**src/hw/vpd_params.svh**
```systemverilog
// Register indices, field positions, reset values and timing figures
`ifndef VPD_PARAMS_SVH
`define VPD_PARAMS_SVH
`define VPD_IDX_REV       6'h00
`define VPD_IDX_DIV_HI    6'h01
`define VPD_IDX_DIV_LO    6'h02
`define VPD_IDX_PHASE     6'h04
`define VPD_IDX_OUT_CTRL  6'h15
`define VPD_IDX_STATUS    6'h16
`define VPD_DIV_HI_RST    8'h69
`define VPD_DIV_LO_RST    4'hd
`define VPD_PHASE_RST     5'h10
`define VPD_DIV_LO_LSB    4
`define VPD_PHASE_LSB     3
`define VPD_EDGE_BIT      5
`define VPD_MODE_LSB      0
`define VPD_ST_PRESENT    0
`define VPD_ST_HORIZONTAL_SYNC_OUTPUT      1
`define VPD_ST_LEN_LSB    12
`define VPD_HORIZONTAL_SYNC_OUTPUT_WIDTH   8'h20
`define VPD_CLK_MHZ       100
`define VPD_LOSS_US       200
`define VPD_RESP_OKAY     2'b00
`define VPD_RESP_SLVERR   2'b10
`endif

```
**src/hw/vpd_pkg.sv**
```systemverilog
// Types shared by the pixel clock and output timing block
package vpd_pkg;

  typedef enum logic [1:0] {
    VPD_MODE_SINGLE     = 2'b00,
    VPD_MODE_INTERLEAVE = 2'b01,
    VPD_MODE_PARALLEL   = 2'b10
  } vpd_mode_t;

  typedef struct packed {
    logic       clk;
    logic       hsync;
    logic [7:0] port_a;
    logic [7:0] port_b;
  } vpd_pix_out_t;

  typedef struct packed {
    logic [2:0]  hs_sync;
    logic        hs_lvl;
    logic [19:0] line_cnt;
    logic [19:0] line_len;
    logic        present;
    logic [20:0] acc;
    logic        pix_clk;
    logic        half_clk;
    logic        odd;
    logic        hs_pend;
    logic        hs_out;
    logic [7:0]  hs_cnt;
    logic [7:0]  even_hold;
    logic [7:0]  port_a;
    logic [7:0]  port_b;
    logic [7:0]  div_hi;
    logic [3:0]  div_lo;
    logic [11:0] div_act;
    logic [4:0]  phase;
    logic        edge_rise;
    vpd_mode_t   mode;
    logic        bvalid;
    logic [1:0]  bresp;
    logic        rvalid;
    logic [1:0]  rresp;
    logic [31:0] rdata;
  } vpd_state_t;

endpackage : vpd_pkg

```
**src/hw/vpd_top.sv**
```systemverilog
// Pixel clock synthesizer, sync output timing and register slave
//
// Local design decision: the AXI4-Lite slave port.
`include "vpd_params.svh"
`timescale 1ns/100ps

module vpd_top
  import vpd_pkg::*;
#(
  parameter logic [7:0]  REVISION    = 8'h5a, // Arbitrary value
  parameter logic [19:0] LOSS_CYCLES = 20'(`VPD_LOSS_US * `VPD_CLK_MHZ)
)(
  // Clock and reset
  input  wire logic         aclk,
  input  wire logic         aresetn,
  // AXI4-Lite write address and data
  input  wire logic [7:0]   s_axi_awaddr,
  input  wire logic         s_axi_awvalid,
  output logic              s_axi_awready,
  input  wire logic [31:0]  s_axi_wdata,
  input  wire logic [3:0]   s_axi_wstrb,
  input  wire logic         s_axi_wvalid,
  output logic              s_axi_wready,
  // AXI4-Lite write response
  output logic [1:0]        s_axi_bresp,
  output logic              s_axi_bvalid,
  input  wire logic         s_axi_bready,
  // AXI4-Lite read
  input  wire logic [7:0]   s_axi_araddr,
  input  wire logic         s_axi_arvalid,
  output logic              s_axi_arready,
  output logic [31:0]       s_axi_rdata,
  output logic [1:0]        s_axi_rresp,
  output logic              s_axi_rvalid,
  input  wire logic         s_axi_rready,
  // Video side
  input  wire logic         hsync_in,
  input  wire logic [7:0]   pixel_in,
  output vpd_pix_out_t      pix_out
);

  vpd_state_t  s;
  vpd_state_t  next_s;
  logic        hs_rise;
  logic        tick_rise;
  logic        tick_fall;
  logic        sel_edge;
  logic        wr_go;
  logic        rd_go;
  logic [5:0]  wr_idx;
  logic [5:0]  rd_idx;
  logic [12:0] ratio;
  logic [20:0] step;
  logic [20:0] sum;
  logic [24:0] phase_prod;
  logic [33:0] wr_word;

  // Read mux; unmapped indices answer with a slave error
  function automatic logic [33:0] read_word(input logic [5:0] idx, input vpd_state_t st);
    logic [33:0] r;
    r = {`VPD_RESP_OKAY, 32'h0000_0000};
    case (idx)
      `VPD_IDX_REV:      r[7:0] = REVISION;
      `VPD_IDX_DIV_HI:   r[7:0] = st.div_hi;
      `VPD_IDX_DIV_LO:   r[`VPD_DIV_LO_LSB +: 4] = st.div_lo;
      `VPD_IDX_PHASE:    r[`VPD_PHASE_LSB +: 5] = st.phase;
      `VPD_IDX_OUT_CTRL:
      begin
        r[`VPD_EDGE_BIT]        = st.edge_rise;
        r[`VPD_MODE_LSB +: 2]   = st.mode;
      end
      `VPD_IDX_STATUS:
      begin
        r[`VPD_ST_PRESENT]      = st.present;
        r[`VPD_ST_HORIZONTAL_SYNC_OUTPUT]        = st.hs_out;
        r[`VPD_ST_LEN_LSB +: 20] = st.line_len;
      end
      default:           r[33:32] = `VPD_RESP_SLVERR;
    endcase
    return r;
  endfunction : read_word

  assign wr_go         = s_axi_awvalid && s_axi_wvalid && !s.bvalid;
  assign rd_go         = s_axi_arvalid && !s.rvalid;
  assign s_axi_awready = wr_go;
  assign s_axi_wready  = wr_go;
  assign s_axi_arready = !s.rvalid;
  assign s_axi_bvalid  = s.bvalid;
  assign s_axi_bresp   = s.bresp;
  assign s_axi_rvalid  = s.rvalid;
  assign s_axi_rresp   = s.rresp;
  assign s_axi_rdata   = s.rdata;
  assign wr_idx        = s_axi_awaddr[7:2];
  assign rd_idx        = s_axi_araddr[7:2];

  // Dual modes clock out at half the pixel rate
  // Code 11 falls back to single rate, matching its pixel steering
  assign pix_out.clk    = (s.mode == VPD_MODE_INTERLEAVE || s.mode == VPD_MODE_PARALLEL) ?
                          s.half_clk : s.pix_clk;
  assign pix_out.hsync  = s.hs_out;
  assign pix_out.port_a = s.port_a;
  assign pix_out.port_b = s.port_b;

  always_comb
  begin
    next_s = s;
    tick_rise = 1'b0;
    tick_fall = 1'b0;
    wr_word   = read_word(wr_idx, s);

    // Third stage only confirms the second; first stage feeds nothing else
    next_s.hs_sync = {s.hs_sync[1:0], hsync_in};
    hs_rise = 1'b0;
    if (s.hs_sync[2] == s.hs_sync[1])
    begin
      next_s.hs_lvl = s.hs_sync[1];
      hs_rise = s.hs_sync[1] && !s.hs_lvl;
    end

    // Line period measurement and loss detect
    if (hs_rise)
    begin
      next_s.line_len = s.line_cnt;
      next_s.line_cnt = 20'h0_0001;
      next_s.present  = 1'b1;
    end
    else if (s.line_cnt >= LOSS_CYCLES)
    begin
      // clock stops; relock restarts phase, so delay may move
      next_s.present = 1'b0;
      next_s.pix_clk = 1'b0;
    end
    else
    begin
      next_s.line_cnt = s.line_cnt + 20'h0_0001;
    end

    ratio = {1'b0, s.div_act} + 13'h0001;
    // two accumulator overflows per pixel, ratio pixels per line
    step  = {7'h00, ratio, 1'b0};
    sum   = s.acc + step;
    // offset of phase/32 pixel, in half-pixel units of line_len
    phase_prod = {20'h0_0000, s.phase} * {5'h00, s.line_len};

    if (hs_rise)
    begin
      // realign to line start; phase shifts all edges by phase/32 pixel
      next_s.acc = phase_prod[24:4];
    end
    else if (s.present)
    begin
      // Pixel rate is limited to half of aclk by this edge-per-cycle form
      if (sum >= {1'b0, s.line_len})
      begin
        next_s.acc     = sum - {1'b0, s.line_len};
        next_s.pix_clk = !s.pix_clk;
        tick_rise      = !s.pix_clk;
        tick_fall      = s.pix_clk;
      end
      else
      begin
        next_s.acc = sum;
      end
    end

    sel_edge = s.edge_rise ? tick_rise : tick_fall;
    if (sel_edge)
    begin
      if (s.hs_pend)
      begin
        next_s.hs_out  = 1'b1;
        next_s.hs_cnt  = `VPD_HORIZONTAL_SYNC_OUTPUT_WIDTH;
        next_s.hs_pend = 1'b0;
      end
      else if (s.hs_cnt != 8'h00)
      begin
        next_s.hs_cnt = s.hs_cnt - 8'h01;
        if (s.hs_cnt == 8'h01)
        begin
          next_s.hs_out = 1'b0;
        end
      end
    end
    // New sync wins over the consume in the same cycle
    if (hs_rise)
    begin
      next_s.hs_pend = 1'b1;
    end

    if (hs_rise)
    begin
      next_s.odd = 1'b0;
    end
    else if (tick_rise)
    begin
      next_s.odd      = !s.odd;
      next_s.half_clk = !s.half_clk;
      case (s.mode)
        VPD_MODE_INTERLEAVE:
        begin
          if (s.odd)
          begin
            next_s.port_b = pixel_in;
          end
          else
          begin
            next_s.port_a = pixel_in;
          end
        end
        VPD_MODE_PARALLEL:
        begin
          if (s.odd)
          begin
            next_s.port_a = s.even_hold;
            next_s.port_b = pixel_in;
          end
          else
          begin
            next_s.even_hold = pixel_in;
          end
        end
        default:
        begin
          next_s.port_a = pixel_in;
          next_s.port_b = 8'h00;
        end
      endcase
    end

    // Register writes
    if (s.bvalid && s_axi_bready)
    begin
      next_s.bvalid = 1'b0;
    end
    if (wr_go)
    begin
      next_s.bvalid = 1'b1;
      next_s.bresp  = wr_word[33:32];
      if (s_axi_wstrb[0])
      begin
        case (wr_idx)
          `VPD_IDX_DIV_HI: next_s.div_hi = s_axi_wdata[7:0];
          `VPD_IDX_DIV_LO:
          begin
            next_s.div_lo  = s_axi_wdata[`VPD_DIV_LO_LSB +: 4];
            // pending upper byte takes effect only here
            next_s.div_act = {s.div_hi, s_axi_wdata[`VPD_DIV_LO_LSB +: 4]};
          end
          `VPD_IDX_PHASE:  next_s.phase = s_axi_wdata[`VPD_PHASE_LSB +: 5];
          `VPD_IDX_OUT_CTRL:
          begin
            next_s.edge_rise = s_axi_wdata[`VPD_EDGE_BIT];
            next_s.mode      = vpd_mode_t'(s_axi_wdata[`VPD_MODE_LSB +: 2]);
          end
          default:         next_s.phase = s.phase;
        endcase
      end
    end

    // Register reads
    if (s.rvalid && s_axi_rready)
    begin
      next_s.rvalid = 1'b0;
    end
    if (rd_go)
    begin
      next_s.rvalid = 1'b1;
      {next_s.rresp, next_s.rdata} = read_word(rd_idx, s);
    end
  end

  always_ff @(posedge aclk)
  begin
    if (!aresetn)
    begin
      s         <= '0;
      s.div_hi  <= `VPD_DIV_HI_RST;
      s.div_lo  <= `VPD_DIV_LO_RST;
      s.div_act <= {`VPD_DIV_HI_RST, `VPD_DIV_LO_RST};
      s.phase   <= `VPD_PHASE_RST;
      s.mode    <= VPD_MODE_SINGLE;
    end
    else
    begin
      s <= next_s;
    end
  end

endmodule : vpd_top

```
**config.mk**
```make
export PLATFORM = sky130hd
export DESIGN_NAME = vpd_top
export DESIGN_NICKNAME = d
export VERILOG_FILES = /design/src/hw/vpd_pkg.sv /design/src/hw/vpd_top.sv
export VERILOG_INCLUDE_DIRS = /design/src /design/src/hw
export SDC_FILE = /design/constraint.sdc
export NUM_CORES = 1
export LEC_CHECK = 0
export BUFFER_PORTS_ARGS = -buffer_cell sky130_fd_sc_hd__buf_4
export CORE_MARGIN = 5
export CORE_UTILIZATION = 55
export DETAILED_ROUTE_END_ITERATION = 7
export PLACE_DENSITY = 0.85
export SYNTH_ARGS = -nofsm -noshare
export SYNTH_HDL_FRONTEND = slang
export SYNTH_SLANG_ARGS = --single-unit
```
**constraint.sdc**
```tcl
create_clock -name aclk -period 13.8 [get_ports aclk]
set_input_delay 1.38 -clock aclk [delete_from_list [all_inputs] [get_ports aclk]]
set_output_delay 1.38 -clock aclk [all_outputs]
set_load 0.005 [all_outputs]
```
# Word level (Yosys, flattened, before mapping)
# Cells that the tools add are included.
[classes]
n_addsub = 5
multipliers = 1
div = 0
order_cmp = 2
eq_ne = 18
shifts = 0
muxes = 42
bitwise_logic = 3
n_reduce_logical = 36
[op_table]
columns = ["op", "count"]
rows = [
  ["21-bit two-way mux", 2],
  ["35-bit two-way mux", 1],
  ["16-bit case mux with 2 select lines", 1],
  ["5-bit by 20-bit multiplier with 25-bit output", 1],
  ["6-bit by 5-bit == test with 1-bit output, second input constant", 4],
  ["1-bit two-way mux", 22],
  ["22-bit two-way mux", 1],
  ["21-bit by 14-bit adder with 21-bit output", 1],
  ["21-bit by 20-bit greater-or-equal comparator with 1-bit output", 1],
  ["21-bit by 20-bit subtractor with 21-bit output", 1],
  ["20-bit by 1-bit adder with 20-bit output, second input constant", 1],
  ["20-bit by 15-bit greater-or-equal comparator with 1-bit output, second input constant", 1],
  ["20-bit two-way mux", 1],
  ["9-bit two-way mux", 2],
  ["16-bit two-way mux", 1],
  ["8-bit two-way mux", 2],
  ["2-bit case mux with 4 select lines", 2],
  ["3-bit AND reduction", 5],
  ["2-bit nonzero test", 7],
  ["12-bit by 1-bit adder with 13-bit output, second input constant", 1],
  ["6-bit by 1-bit == test with 1-bit output, second input constant", 2],
  ["6-bit by 2-bit == test with 1-bit output, second input constant", 2],
  ["6-bit by 3-bit == test with 1-bit output, second input constant", 2],
  ["6-bit zero test", 2],
  ["20 further kinds", 41],
]
[totals]
regBits = 169
latch_bits = 0
ramBits = 0
mem_bits_ro = 0
in_bits = 68
output_inout_bits = 59
elab_cells = 134
n_memories = 0

# Longest topological paths before layout
[logic_depth]
word_depth = 9
depth_mapped = 25
mapped_depth_nobuf = 22

# Least setup slack after synthesis
# Ideal clock, no wire load.
[synth_timing]
path_kind = "register -> register"
from = "register s[45] in the netlist's numbering"
to = "register s[127] in the netlist's numbering"
setup_ns = 0.132
arrival_time_ns = 4.555
t_required_ns = 13.668
slack_ns = 9.113
path_stages_with_launch = 17
path_buffers = 1
synth_period_minus_slack_ns = 4.687
cell_sequence = "dfxtp_1 clkbuf_1 nand2_1 fa_1 fa_1 fa_1 inv_1 ha_1 nand3_1 o2111ai_1 nor4b_1 o31ai_1 a31o_2 a221o_1 a21oi_1 xor2_1 o32ai_1"
[synth_between]
elab_chain_len = 2
[synth_lines]
columns = ["element", "line_no", "text"]
rows = [
  ["from (decl)", "vpd_top.sv:42", "vpd_state_t s;"],
  ["from (signal assigned)", "vpd_top.sv:285", "s <= next_s;"],
  ["5-bit by 20-bit multiplier with 25-bit output", "vpd_top.sv:143", "phase_prod = {20'h0_0000, s.phase} * {5'h00, s.line_len};"],
  ["21-bit two-way mux", "vpd_top.sv:145", "if (hs_rise)"],
]
# Every way passes these cells.
# A chain may end at the register's enable or synchronous reset.

# Worst setup path after layout
[layout_timing]
from = "register s[50] in the netlist's numbering"
to = "register s[99] in the netlist's numbering"
[layout_between]
elab_chain_len = 8
elab_cells_between_ends = 11
classes_between = "add/sub: 2; order compare: 1; mux: 7; reduce/logical: 1"
[layout_lines]
columns = ["element", "line_no", "text"]
rows = [
  ["12-bit by 1-bit adder with 13-bit output *", "vpd_top.sv:138", "ratio = {1'b0, s.div_act} + 13'h0001;"],
  ["21-bit by 14-bit adder with 21-bit output *", "vpd_top.sv:141", "sum = s.acc + step;"],
  ["21-bit by 20-bit greater-or-equal comparator with 1-bit output *", "vpd_top.sv:153", "if (sum >= {1'b0, s.line_len})"],
  ["1-bit two-way mux", "vpd_top.sv:153", ""],
  ["1-bit two-way mux", "vpd_top.sv:150", "else if (s.present)"],
  ["1-bit two-way mux", "vpd_top.sv:145", ""],
  ["1-bit two-way mux *", "vpd_top.sv:166", "sel_edge = s.edge_rise ? tick_rise : tick_fall;"],
  ["2-bit AND reduction (no line) *", "-", ""],
]
# Every way passes the cells marked *; elsewhere a longest branch is shown, timed or not.

==> run metrics <==
status complete, no violations; top_reg_cell synth dfxtp_1; achievable frequency 166 MHz; Async S/R FF share, synth 0; clock skew 0.0155 ns; Cells after Synth 1,466; Hold WC Path Type reg -> reg; CP endpoint kind register; crit path launch s[50]$_SDFFE_PN1P_; final antenna-violating net count 0; DRC viols 0; unrepaired setup endpoints after global routing false; Clock Tree Buf Depth 2; Synth area leader dfxtp_1; Max-cap violations 0; setup TNS 0 ns; Worst R2R Start s[50]$_SDFFE_PN1P_; row cnt 54; most frequent cells after synthesis 222 x nand2_1, 163 x dfxtp_1, 113 x a21oi_1; Post-synth EDFFs 0; clk slew on worst S/H paths 0.08 ns; Comb pwr share 0.062; reg2reg end s[99]$_SDFFE_PN0P_; CP Max Fanout 26; peak supply drop 0.117 mV; synth unique cells 76; Tmin final 6.03 ns; Resize count post-CTS 0; Overflow after GRT 0; GR Util All Layers 0.244; die width 157 um; depth of the CTS H-tree 4; share of the synthesized area in the top cell type 0.273; DR vias 10,652; most instantiated library cell after synthesis nand2_1; Post-Layout Inst Area 0.0130 mm^2; Worst setup SP type register; Placer Congestion 0.982; drt wl/cell 17.4 um; clock share of power 0.479; Port-buffer cells 89; vias in the first global route 10,301; initial antenna violation count 0; core region area 0.0216 mm^2; Slew Limit Headroom 0.254; mapped cell area 0.0119 mm^2; clk_lat worst skew 0.44 ns; clock sinks 163; Util after Layout 0.601; DP HPWL 22,100 um; NetSw 0.291 mW; fillers 1,815; R2R cell count 20; Starting Density 0.552; capture point of the critical path s[99]$_SDFFE_PN0P_; internal power 0.748 mW; drt initial violations 778; sequential area share after synthesis 0.273; cell at the root of the clock tree clkbuf_16; Die Area 0.0248 mm^2; R2R Setup Slk 7.77 ns; Post-CTS Hold Buffers 0; fin crit share 0.437; pwr dens 80.1 mW/mm^2; Reg power frac 0.458; vias per cell 6.05; Die Y 157 um; Setup Viol. Count Final 0; first-pass GRT wire length 49,200 um; post-CTS setup buffers 0; Sw Ratio 0.280; largest cells by area after synthesis dfxtp_1 27%, fa_1 9.2%, ha_1 7.9%, nand2_1 7.0%, a21oi_1 4.7%; drt pass-1 iters 5; Pleak 5.60 nW; Worst Tran Pin Value 1.11 ns; synthesized flop and latch total 163; # nets final 1,666; synth warn 0; crit path DAT 6.36 ns; Final Hold Fails 0; share of layout cells above drive strength 1 0.112; IO Count 127; Syn Area/Cell 8.15 um^2; Post-Route WL 30,700 um; total CTS buffers 17; CP Data Required Time 14.13 ns; largest net degree at the start of global routing 53; Diodes inserted 0; WS Path Type reg -> reg; Final Slew Violations 0; TritonCTS clock tree done; DP Area 0.0124 mm^2; Synth-to-Final Area Change 8.73%
==> kinds of logic (layout without fill, tap and decap cells) <==
kind of cell,count (synthesis),in the layout,share of synthesized area
AND/OR/NAND/NOR,535,535,0.214
AO/OA/AOI/OAI,321,321,0.173
buffers and inverters,208,218,0.0852
flip-flops,163,163,0.273
adder cells (fa/ha/maj),130,130,0.171
XOR/XNOR,74,74,0.0543
multiplexers,34,34,0.0288
other,1,6,0.000314
==> power by group through the flow <==
| stage | logic [mW] | registers [mW] | clock network (mW) |
|---|---|---|---|
| floorplan | 0.0434 | 0.486 | 0 |
| global placement | 0.0626 | 0.487 | 0 |
| detailed placement | 0.0636 | 0.487 | 0 |
| CTS | 0.0641 | 0.476 | 0.502 |
| global route | 0.0711 | 0.477 | 0.522 |
| finish | 0.0648 | 0.476 | 0.498 |
==> cell type report <==
cell class / instances / area, um^2 / share of cell area
multi-input cells: 1100 / 7680 / 0.592
clock inverters: 15 / 196 / 0.0151
clock buffers: 17 / 425 / 0.0328
flip-flops and latches: 163 / 3260 / 0.251
well taps: 280 / 350 / 0.0270
repair buffers: 98 / 736 / 0.0567
inverters: 88 / 330 / 0.0254
==> worst min-delay path by stage <==
stage / start / to / slack, ns / cells past startpoint
floorplan: next_s[171]$_SDFF_PN0_ / next_s[172]$_SDFF_PN0_ / 0.41 / 1
global placement: next_s[171]$_SDFF_PN0_ / next_s[172]$_SDFF_PN0_ / 0.42 / 1
detailed placement: next_s[171]$_SDFF_PN0_ / next_s[172]$_SDFF_PN0_ / 0.42 / 1
CTS: next_s[171]$_SDFF_PN0_ / next_s[172]$_SDFF_PN0_ / 0.45 / 1
global route: next_s[171]$_SDFF_PN0_ / next_s[172]$_SDFF_PN0_ / 0.48 / 1
finish: next_s[171]$_SDFF_PN0_ / next_s[172]$_SDFF_PN0_ / 0.45 / 1
==> registers in the layout (all words and copies together), names as in the netlist <==
register      count
s_axi_rdata      28
s_axi_bvalid      1
s_axi_bresp       1
next_s            2
pix_out          17
s_axi_rvalid      1
s               112
s_axi_rresp       1
==> stage by stage <==
step / hold slack, ns / setup slack, ns / instances / total power [mW]
final: 0.449 / 7.77 / 1761 / 1.04
after global routing: 0.476 / 7.47 / 1761 / 1.07
after CTS: 0.453 / 7.91 / 1761 / 1.04
after detailed placement: 0.424 / 7.94 / 1729 / 0.551
after global placement: 0.424 / 8.04 / 1729 / 0.550
after floorplan: 0.412 / 9.11 / 1471 / 0.530
==> layout by cell type, fill, tap and decap left out, types with 17 or more instances in the layout <==
master / n
ha_1: 75
mux2i_1: 31
nor3_1: 18
and2_1: 44
nand2_1: 222
xor2_1: 34
dfxtp_1: 163
inv_1: 87
clkbuf_16: 17
fa_1: 55
xnor2_1: 40
nor2_1: 99
a21o_1: 19
o21ai_0: 52
a21oi_1: 113
nand3_1: 57
buf_4: 98
==> worst max-delay path: stages (launching register included) <==
cell	delay (ns)
dfxtp_1	0.44
and3_1	0.22
and3_1	0.24
nand3_1	0.11
xnor2_1	0.29
ha_1	0.39
a21oi_1	0.16
o21ai_0	0.09
a31o_1	0.26
a31oi_1	0.52
nor2_1	0.12
xor2_1	0.18
ha_1	0.39
and3_1	0.22
nand4_1	0.17
o21ai_0	0.33
nand3_1	0.24
and2_4	0.34
a2111oi_4	0.62
nand2_1	0.31
o221a_1	0.27
==> routing by layer <==
layer / vias up / part of all wire / track usage
li1: 5012 / - / -
met4: 0 / 0.029 / 0.0914
met2: 426 / 0.48 / 0.412
met3: 78 / 0.074 / 0.0539
met1: 5136 / 0.42 / 0.306
met5: - / 0 / 0
No activity file was read; power rests on OpenSTA's default activity.
